## src/fecs_pkg.sv

```systemverilog
// package for the flash erase command sequencer
// assumes one core clock at 50 mhz; numbers shared by design and tests
package fecs_pkg;
  localparam int ADDR_W = 16;
  localparam int SECT_N = 12;
  localparam logic [11:0] UNLOCK_ADDR1 = 12'h555;
  localparam logic [11:0] UNLOCK_ADDR2 = 12'haaa;
  localparam logic [7:0] CMD_UNLOCK1 = 8'haa;
  localparam logic [7:0] CMD_UNLOCK2 = 8'h55;
  localparam logic [7:0] CMD_BYPASS = 8'h20;
  localparam logic [7:0] CMD_PROGRAM = 8'ha0;
  localparam logic [7:0] CMD_BYP_RST1 = 8'h90;
  localparam logic [7:0] CMD_BYP_RST2 = 8'h00;
  localparam logic [7:0] CMD_ERASE_SETUP = 8'h80;
  localparam logic [7:0] CMD_BULK = 8'h10;
  localparam logic [7:0] CMD_SECTOR = 8'h30;
  localparam logic [7:0] CMD_SUSPEND = 8'hb0;
  localparam logic [7:0] CMD_RESUME = 8'h30;
  localparam logic [7:0] CMD_RESET = 8'hf0;
  localparam logic [7:0] BYTE_PROGRAMMED = 8'h00;
  localparam logic [7:0] BYTE_ERASED = 8'hff;
  localparam int CLK_MHZ = 50;
  localparam int WINDOW_US = 100;
  localparam int WINDOW_CYC = WINDOW_US * CLK_MHZ;
  localparam int SUSP_MIN_NS = 100;
  localparam int SUSP_MAX_NS = 15000;
  localparam int SUSP_CYC = (SUSP_MIN_NS * CLK_MHZ + 999) / 1000;
  localparam int PHASE_CYC = 8192;
  localparam int MAX_PASSES = 4;
  localparam int STAT_POLL = 7;
  localparam int STAT_TOGGLE = 6;
  localparam int STAT_ERROR = 5;
  localparam int STAT_TIMER = 3;
  typedef enum logic [3:0] {
    ST_READ = 4'h0, ST_C1 = 4'h1, ST_C2 = 4'h2, ST_E1 = 4'h3,
    ST_E2 = 4'h4, ST_E3 = 4'h5, ST_BYP = 4'h6, ST_BYP_PRG = 4'h7,
    ST_BYP_RST = 4'h8, ST_BULK = 4'h9, ST_WIN = 4'ha, ST_SECT = 4'hb,
    ST_SUSP_WAIT = 4'hc, ST_SUSP = 4'hd, ST_PRG = 4'he
  } fecs_state_t;
endpackage

```

## src/fecs_sequencer.sv

```systemverilog
// flash erase command sequencer: decodes bus writes, runs erase timing
// assumes bus strobes are synchronous to core_clk; array itself is external
`timescale 1ns/1ps
module fecs_sequencer #(
  parameter int WINDOW_CYCLES = fecs_pkg::WINDOW_CYC,
  parameter int PHASE_CYCLES = fecs_pkg::PHASE_CYC,
  parameter int PASSES = fecs_pkg::MAX_PASSES
) (
  input wire logic core_clk,
  input wire logic rst_n,
  input wire logic [fecs_pkg::ADDR_W-1:0] bus_addr,
  input wire logic [7:0] bus_wdata,
  input wire logic bus_wr,
  input wire logic bus_rd,
  input wire logic [7:0] main_sector_select,
  input wire logic [3:0] boot_sector_select,
  input wire logic [7:0] array_rdata,
  input wire logic erase_fail,
  output logic [7:0] bus_rdata,
  output logic busy,
  output logic [fecs_pkg::SECT_N-1:0] sector_erase_mask,
  output logic [fecs_pkg::SECT_N-1:0] sector_invalid,
  output logic array_we,
  output logic [fecs_pkg::ADDR_W-1:0] array_waddr,
  output logic [7:0] array_wdata
);
  import fecs_pkg::*;

  fecs_state_t state;
  fecs_state_t next_state;
  logic [SECT_N-1:0] mask;
  logic [SECT_N-1:0] invalid;
  logic [31:0] timer;
  logic [2:0] pass;
  logic prog_phase;
  logic toggle_flag;
  logic error_flag;
  logic bulk_mode;
  logic [7:0] rdata;

  // sector selects are active high; boot sectors follow main ones
  wire [SECT_N-1:0] sel = {boot_sector_select, main_sector_select};
  wire any_sel = |sel;
  wire [11:0] low_addr = bus_addr[11:0];
  wire is_u1 = low_addr == UNLOCK_ADDR1 && bus_wdata == CMD_UNLOCK1;
  wire is_u2 = low_addr == UNLOCK_ADDR2 && bus_wdata == CMD_UNLOCK2;
  wire at_u1 = low_addr == UNLOCK_ADDR1;
  wire is_susp = bus_wdata == CMD_SUSPEND && any_sel;
  wire is_resume = bus_wdata == CMD_RESUME && any_sel;
  wire is_reset = bus_wdata == CMD_RESET;
  wire is_sect = bus_wdata == CMD_SECTOR && any_sel;
  wire timer_done = timer == 32'd0;
  wire erasing = state == ST_BULK || state == ST_WIN || state == ST_SECT ||
    state == ST_SUSP_WAIT;
  wire hit = |(sel & mask);
  wire status_read = erasing && (hit || bulk_mode);
  wire susp_read = state == ST_SUSP && hit;
  wire [7:0] status_byte = {1'b0, toggle_flag, error_flag, 1'b0,
    state != ST_WIN, 3'b000};

  always_comb begin
    next_state = state;
    if (bus_wr) begin
      case (state)
        ST_READ: if (is_u1) next_state = ST_C1;
        ST_C1: next_state = is_u2 ? ST_C2 : ST_READ;
        ST_C2: begin
          if (at_u1 && bus_wdata == CMD_BYPASS) next_state = ST_BYP;
          else if (at_u1 && bus_wdata == CMD_ERASE_SETUP) next_state = ST_E1;
          else if (at_u1 && bus_wdata == CMD_PROGRAM) next_state = ST_BYP_PRG;
          else next_state = ST_READ;
        end
        ST_E1: next_state = is_u1 ? ST_E2 : ST_READ;
        ST_E2: next_state = is_u2 ? ST_E3 : ST_READ;
        ST_E3: begin
          if (at_u1 && bus_wdata == CMD_BULK) next_state = ST_BULK;
          else if (is_sect) next_state = ST_WIN;
          else next_state = ST_READ;
        end
        ST_BYP: begin
          if (bus_wdata == CMD_PROGRAM) next_state = ST_BYP_PRG;
          else if (bus_wdata == CMD_BYP_RST1) next_state = ST_BYP_RST;
          else next_state = ST_BYP;
        end
        ST_BYP_PRG: next_state = ST_PRG;
        ST_BYP_RST: begin
          if (bus_wdata == CMD_BYP_RST2) next_state = ST_READ;
          else next_state = ST_BYP;
        end
        // a write leaves a bulk erase only when it failed, by the reset command
        ST_BULK: next_state = (error_flag && is_reset) ? ST_READ : ST_BULK;
        ST_WIN: begin
          if (is_sect) next_state = ST_WIN;
          else if (is_susp) next_state = ST_SUSP_WAIT;
          else if (is_resume) next_state = ST_WIN;
          else next_state = ST_READ;
        end
        ST_SECT: begin
          if (is_susp) next_state = ST_SUSP_WAIT;
          else if (is_reset) next_state = ST_READ;
          else next_state = ST_SECT;
        end
        ST_SUSP: begin
          if (is_resume) next_state = ST_SECT;
          else if (is_reset) next_state = ST_READ;
          else next_state = ST_SUSP;
        end
        default: next_state = state;
      endcase
    end else begin
      case (state)
        ST_WIN: if (timer_done) next_state = ST_SECT;
        ST_SUSP_WAIT: if (timer_done) next_state = ST_SUSP;
        ST_PRG: next_state = bulk_mode ? ST_READ : ST_BYP;
        // a failed erase holds its status until a reset command
        ST_BULK, ST_SECT: begin
          if (timer_done && !prog_phase && !erase_fail && !error_flag)
            next_state = ST_READ;
        end
        default: next_state = state;
      endcase
    end
  end

  // one status bit change per read: the toggle moves only on status reads
  always_ff @(posedge core_clk or negedge rst_n) begin
    if (!rst_n) begin
      toggle_flag <= 1'b0;
    end else if (bus_rd && status_read) begin
      toggle_flag <= ~toggle_flag;
    end
  end

  always_ff @(posedge core_clk or negedge rst_n) begin
    if (!rst_n) begin
      state <= ST_READ;
      mask <= '0;
      invalid <= '0;
      timer <= 32'd0;
      pass <= 3'd0;
      prog_phase <= 1'b0;
      error_flag <= 1'b0;
      bulk_mode <= 1'b0;
    end else begin
      state <= next_state;
      if (next_state == ST_BULK && state != ST_BULK) begin
        mask <= '1;
        bulk_mode <= 1'b1;
        prog_phase <= 1'b1;
        pass <= 3'd0;
        error_flag <= 1'b0;
        timer <= 32'(PHASE_CYCLES);
      end else if (bus_wr && is_sect && (state == ST_E3 || state == ST_WIN)) begin
        if (state == ST_E3) begin
          mask <= sel;
          error_flag <= 1'b0;
          bulk_mode <= 1'b0;
        end else begin
          mask <= mask | sel;
        end
        timer <= 32'(WINDOW_CYCLES);
      end else if (next_state == ST_SUSP_WAIT && state != ST_SUSP_WAIT) begin
        timer <= 32'(SUSP_CYC);
      end else if (next_state == ST_SECT && state != ST_SECT) begin
        if (state == ST_WIN) begin
          prog_phase <= 1'b1;
          pass <= 3'd0;
        end
        timer <= 32'(PHASE_CYCLES);
      end else if (!timer_done) begin
        timer <= timer - 32'd1;
      end else if (state == ST_BULK || state == ST_SECT) begin
        timer <= 32'(PHASE_CYCLES);
        if (prog_phase) begin
          prog_phase <= 1'b0;
        end else if (erase_fail) begin
          if (pass == 3'(PASSES - 1)) error_flag <= 1'b1;
          else pass <= pass + 3'd1;
        end
      end
      if (state == ST_SUSP && next_state == ST_READ) begin
        invalid <= invalid | mask;
      end else if (next_state == ST_READ && state != ST_READ) begin
        invalid <= invalid & ~mask;
      end
      if (next_state == ST_READ && state != ST_READ) bulk_mode <= 1'b0;
    end
  end

  // invalid data while suspended is the erased pattern, simplest to produce
  assign rdata = status_read ? status_byte :
    susp_read ? BYTE_ERASED : array_rdata;

  always_ff @(posedge core_clk or negedge rst_n) begin
    if (!rst_n) begin
      bus_rdata <= 8'h00;
    end else if (bus_rd) begin
      bus_rdata <= rdata;
    end
  end

  // array write strobe: only the program data cycle in ST_BYP_PRG, no erase-engine bytes
  always_ff @(posedge core_clk or negedge rst_n) begin
    if (!rst_n) begin
      array_we <= 1'b0;
      array_waddr <= '0;
      array_wdata <= 8'h00;
    end else begin
      array_we <= bus_wr && state == ST_BYP_PRG;
      array_waddr <= bus_addr;
      array_wdata <= bus_wdata;
    end
  end

  assign busy = erasing;
  assign sector_erase_mask = erasing ? mask : '0;
  assign sector_invalid = invalid;
endmodule // fecs_sequencer

```

## config.mk

```make
export PLATFORM = sky130hd
export DESIGN_NAME = fecs_sequencer
export DESIGN_NICKNAME = d
export VERILOG_FILES = /design/src/fecs_pkg.sv /design/src/fecs_sequencer.sv
export SDC_FILE = /design/constraint.sdc
export NUM_CORES = 1
export LEC_CHECK = 0
export BUFFER_PORTS_ARGS = -buffer_cell sky130_fd_sc_hd__buf_2
export CELL_PAD_IN_SITES_DETAIL_PLACEMENT = 0
export CELL_PAD_IN_SITES_GLOBAL_PLACEMENT = 1
export CORE_MARGIN = 4
export CORE_UTILIZATION = 45
export CTS_CLUSTER_DIAMETER = 60
export DETAILED_ROUTE_END_ITERATION = 8
export GPL_ROUTABILITY_DRIVEN = 1
export PLACE_DENSITY = 0.88
export SLEW_MARGIN = 15
export SYNTH_ARGS = -nofsm -noshare
export SYNTH_HDL_FRONTEND = slang
export SYNTH_SLANG_ARGS = --single-unit
```

## constraint.sdc

```tcl
create_clock -name core_clk -period 6.8 [get_ports core_clk]
set_input_delay 1.36 -clock core_clk [delete_from_list [all_inputs] [get_ports core_clk]]
set_output_delay 1.36 -clock core_clk [all_outputs]
set_load 0.01 [all_outputs]
```

==> metrics.cfg <==
[detailed_routing]
drc=0
viasPerCell=5.925
vias=4479
firstDrtPassIters=5
routedWlPerCell_um=17.69
dr.first_iter.drc_count=371
wirelength_um=13370
ant_nets=0

[floorplanning]
ios=107
initial_core_util_pct=46.62
die_area_mm2=0.01315
core_mm2=0.01098
die_w_um=114.7
rows=38
die_h_um=114.7

[clock_network]
ctsHoldBuffers=0
clkTransAtPathRegs_ps=60
cts_setup_buffers=0
numCtsBuffers=9
h-tree-depth=3
insertion_delay_ps=340
cts_root_buffer=clkbuf_16
cts_buffer_depth=2
clock-sinks=100
cts_resized=0
cts_tree=done

[power]
p_leak_uw=0.002861
ir_drop_mv=0.2529
powerDensity_mw_per_mm2=384.7

[layout]
syn_to_final_growth_pct=19.04
nFillCells=949
num_antenna_cells=0
final_cell_area_mm2=0.006095
final_util_pct=55.49
final_nets=663
drive_above_1_share_pct=23.70

[synth]
synthTopCellsByArea=dfrtp_1 49%, nor2_1 4.0%, xnor2_1 3.6%
post-synth-top-count-cell=dfrtp_1
synth_seq_cells=100
synth_area_leader_cell=dfrtp_1
synth_area_mm2=0.005120
yosysTopAreaCellShare_pct=48.88
synthDistinctLibCells=69
ys.flop_type=dfrtp_1
ys_seq_area_share_pct=48.88
synth_cells=512
ys_async_sr_fraction_pct=100.0
syn_nets=564
synth_common_cells=100 x dfrtp_1, 55 x nor2_1, 42 x nand2_1
yosys_warnings=0
synth_edf_count=0
syn_avg_cell_area_um2=10.00

[sta]
grt_setup_unrepaired=no
setup_viol=0
finalHoldViolCount=0
post-route-min-period_ps=4867
setup_tns_ps=0
relSlewSlack_pct=22.47
max_slew.worst_pin.slew_ps=1154
slew_violations=0
worst_clock_skew_ps=6.853
post-route-period-util_pct=71.58
clock.fmax_mhz=205.4

[global_routing]
track_usage_pct=20.98
grt_max_degree=73
globalRoute.totalOverflow=0
grt_pass1_wl_um=22050
antenna_found_initial=0
grt_pass1_vias=4428

[job]
maxCapViolations=0

[worst_setup_path]
worstReg2RegStart=state[3]$_DFF_PN0_
crit_arrival_ps=5050
path_max_fanout=23
crit_path_start_kind=input pin
r2r_cells=10
required_ps=6980
startpoint=bus_wdata[1]
crit_type=input pin to flop
cp-end-kind=flop

[place]
io_buffers=106
placed_area_mm2=0.005757
place_hpwl_um=9647
routabilityCongestion=0.9279

[hold_path]
holdCritPathClass=flop to flop
hold_depth=1
hold_start=toggle_flag$_DFFE_PN0P_

[outcome]
status=finished, final reports clean

-- per-stage QoR --
stage	instances	hold slack, ps	total power (uW)	setup WS [ps]
after floorplan	512	442.3	1522	2518
after global placement	740	460.0	1757	1785
after detailed placement	740	473.5	1776	1669
after CTS	756	486.6	2353	2019
after global routing	756	490.6	2503	1689
final	756	482.0	2345	1933
-- cells in the final DEF, fill, tap and decap left out, types with 5 or more instances in the layout --
cell	count
a22oi_1	6
xnor2_1	21
nor4bb_1	6
a22o_1	12
nand2b_1	9
nor2b_1	8
xor2_1	6
o211ai_1	10
o21ai_0	16
and3_1	15
nor2_1	55
nand4_1	10
nor4_1	13
nand2_1	42
buf_2	105
buf_4	6
nor3_1	17
a221o_1	12
dfrtp_1	100
nand3_1	13
inv_1	16
o41ai_1	5
a21oi_1	14
clkbuf_16	9
-- per-layer routing --
metal / vias to the layer above / part of all wire (%) / GRT usage (%)
met3: 30 / 6.9 / 5.444
met5: - / 0 / 0
met4: 0 / 2.2 / 7.363
li1: 2099 / - / -
met2: 182 / 48 / 34.15
met1: 2168 / 43 / 27.08
-- final cells by class --
class | instances | area, um2 | share of cell area (%)
Clock buffer | 13 | 270.3 | 4.434
Clock inverter | 3 | 67.56 | 1.109
Inverter | 16 | 60.06 | 0.9854
Multi-Input combinational cell | 373 | 2449 | 40.18
Sequential cell | 100 | 2502 | 41.06
Tap cell | 140 | 175.2 | 2.874
Timing Repair Buffer | 111 | 570.5 | 9.362
-- worst paths after layout --
path	endpoint	slack, ps
min in group asynchronous	array_waddr[13]$_DFF_PN0_	920
max reg2reg	timer[31]$_DFFE_PN0P_	2260
max	timer[31]$_DFFE_PN0P_	1930
min	toggle_flag$_DFFE_PN0P_	480
max in group asynchronous	timer[29]$_DFFE_PN0P_	4660
min reg2reg	toggle_flag$_DFFE_PN0P_	480
-- report_power, final --
part / total [uW] / switching, uW / leakage, uW / internal, uW
Sequential: 946 / 197 / 0.00127 / 750
Combinational: 831 / 473 / 0.00143 / 358
Clock: 567 / 215 / 0.000162 / 353
Total: 2340 / 884 / 0.00286 / 1460
-- cells by family (layout without fill, tap and decap cells) --
kind of cell | Yosys count | in the layout | share of synthesized area (%)
and+or+nand+nor | 223 | 223 | 23.83
AOI/OAI and AO/OA | 113 | 113 | 17.18
DFF | 100 | 100 | 48.88
buffers and inverters | 39 | 143 | 3.299
xor gates and xnor gates | 27 | 27 | 4.619
muxes | 7 | 7 | 1.466
adders and majority gates | 3 | 3 | 0.7332
-- critical path, cell delays in order --
cell	delay, ps
buf_2	110
or4_1	680
or4_1	470
o21ai_0	180
a32oi_1	110
a311oi_1	630
nor2_1	190
inv_1	170
a32oi_4	170
o2111ai_2	830
nor2_1	140
No activity file was read; power rests on OpenSTA's default activity.
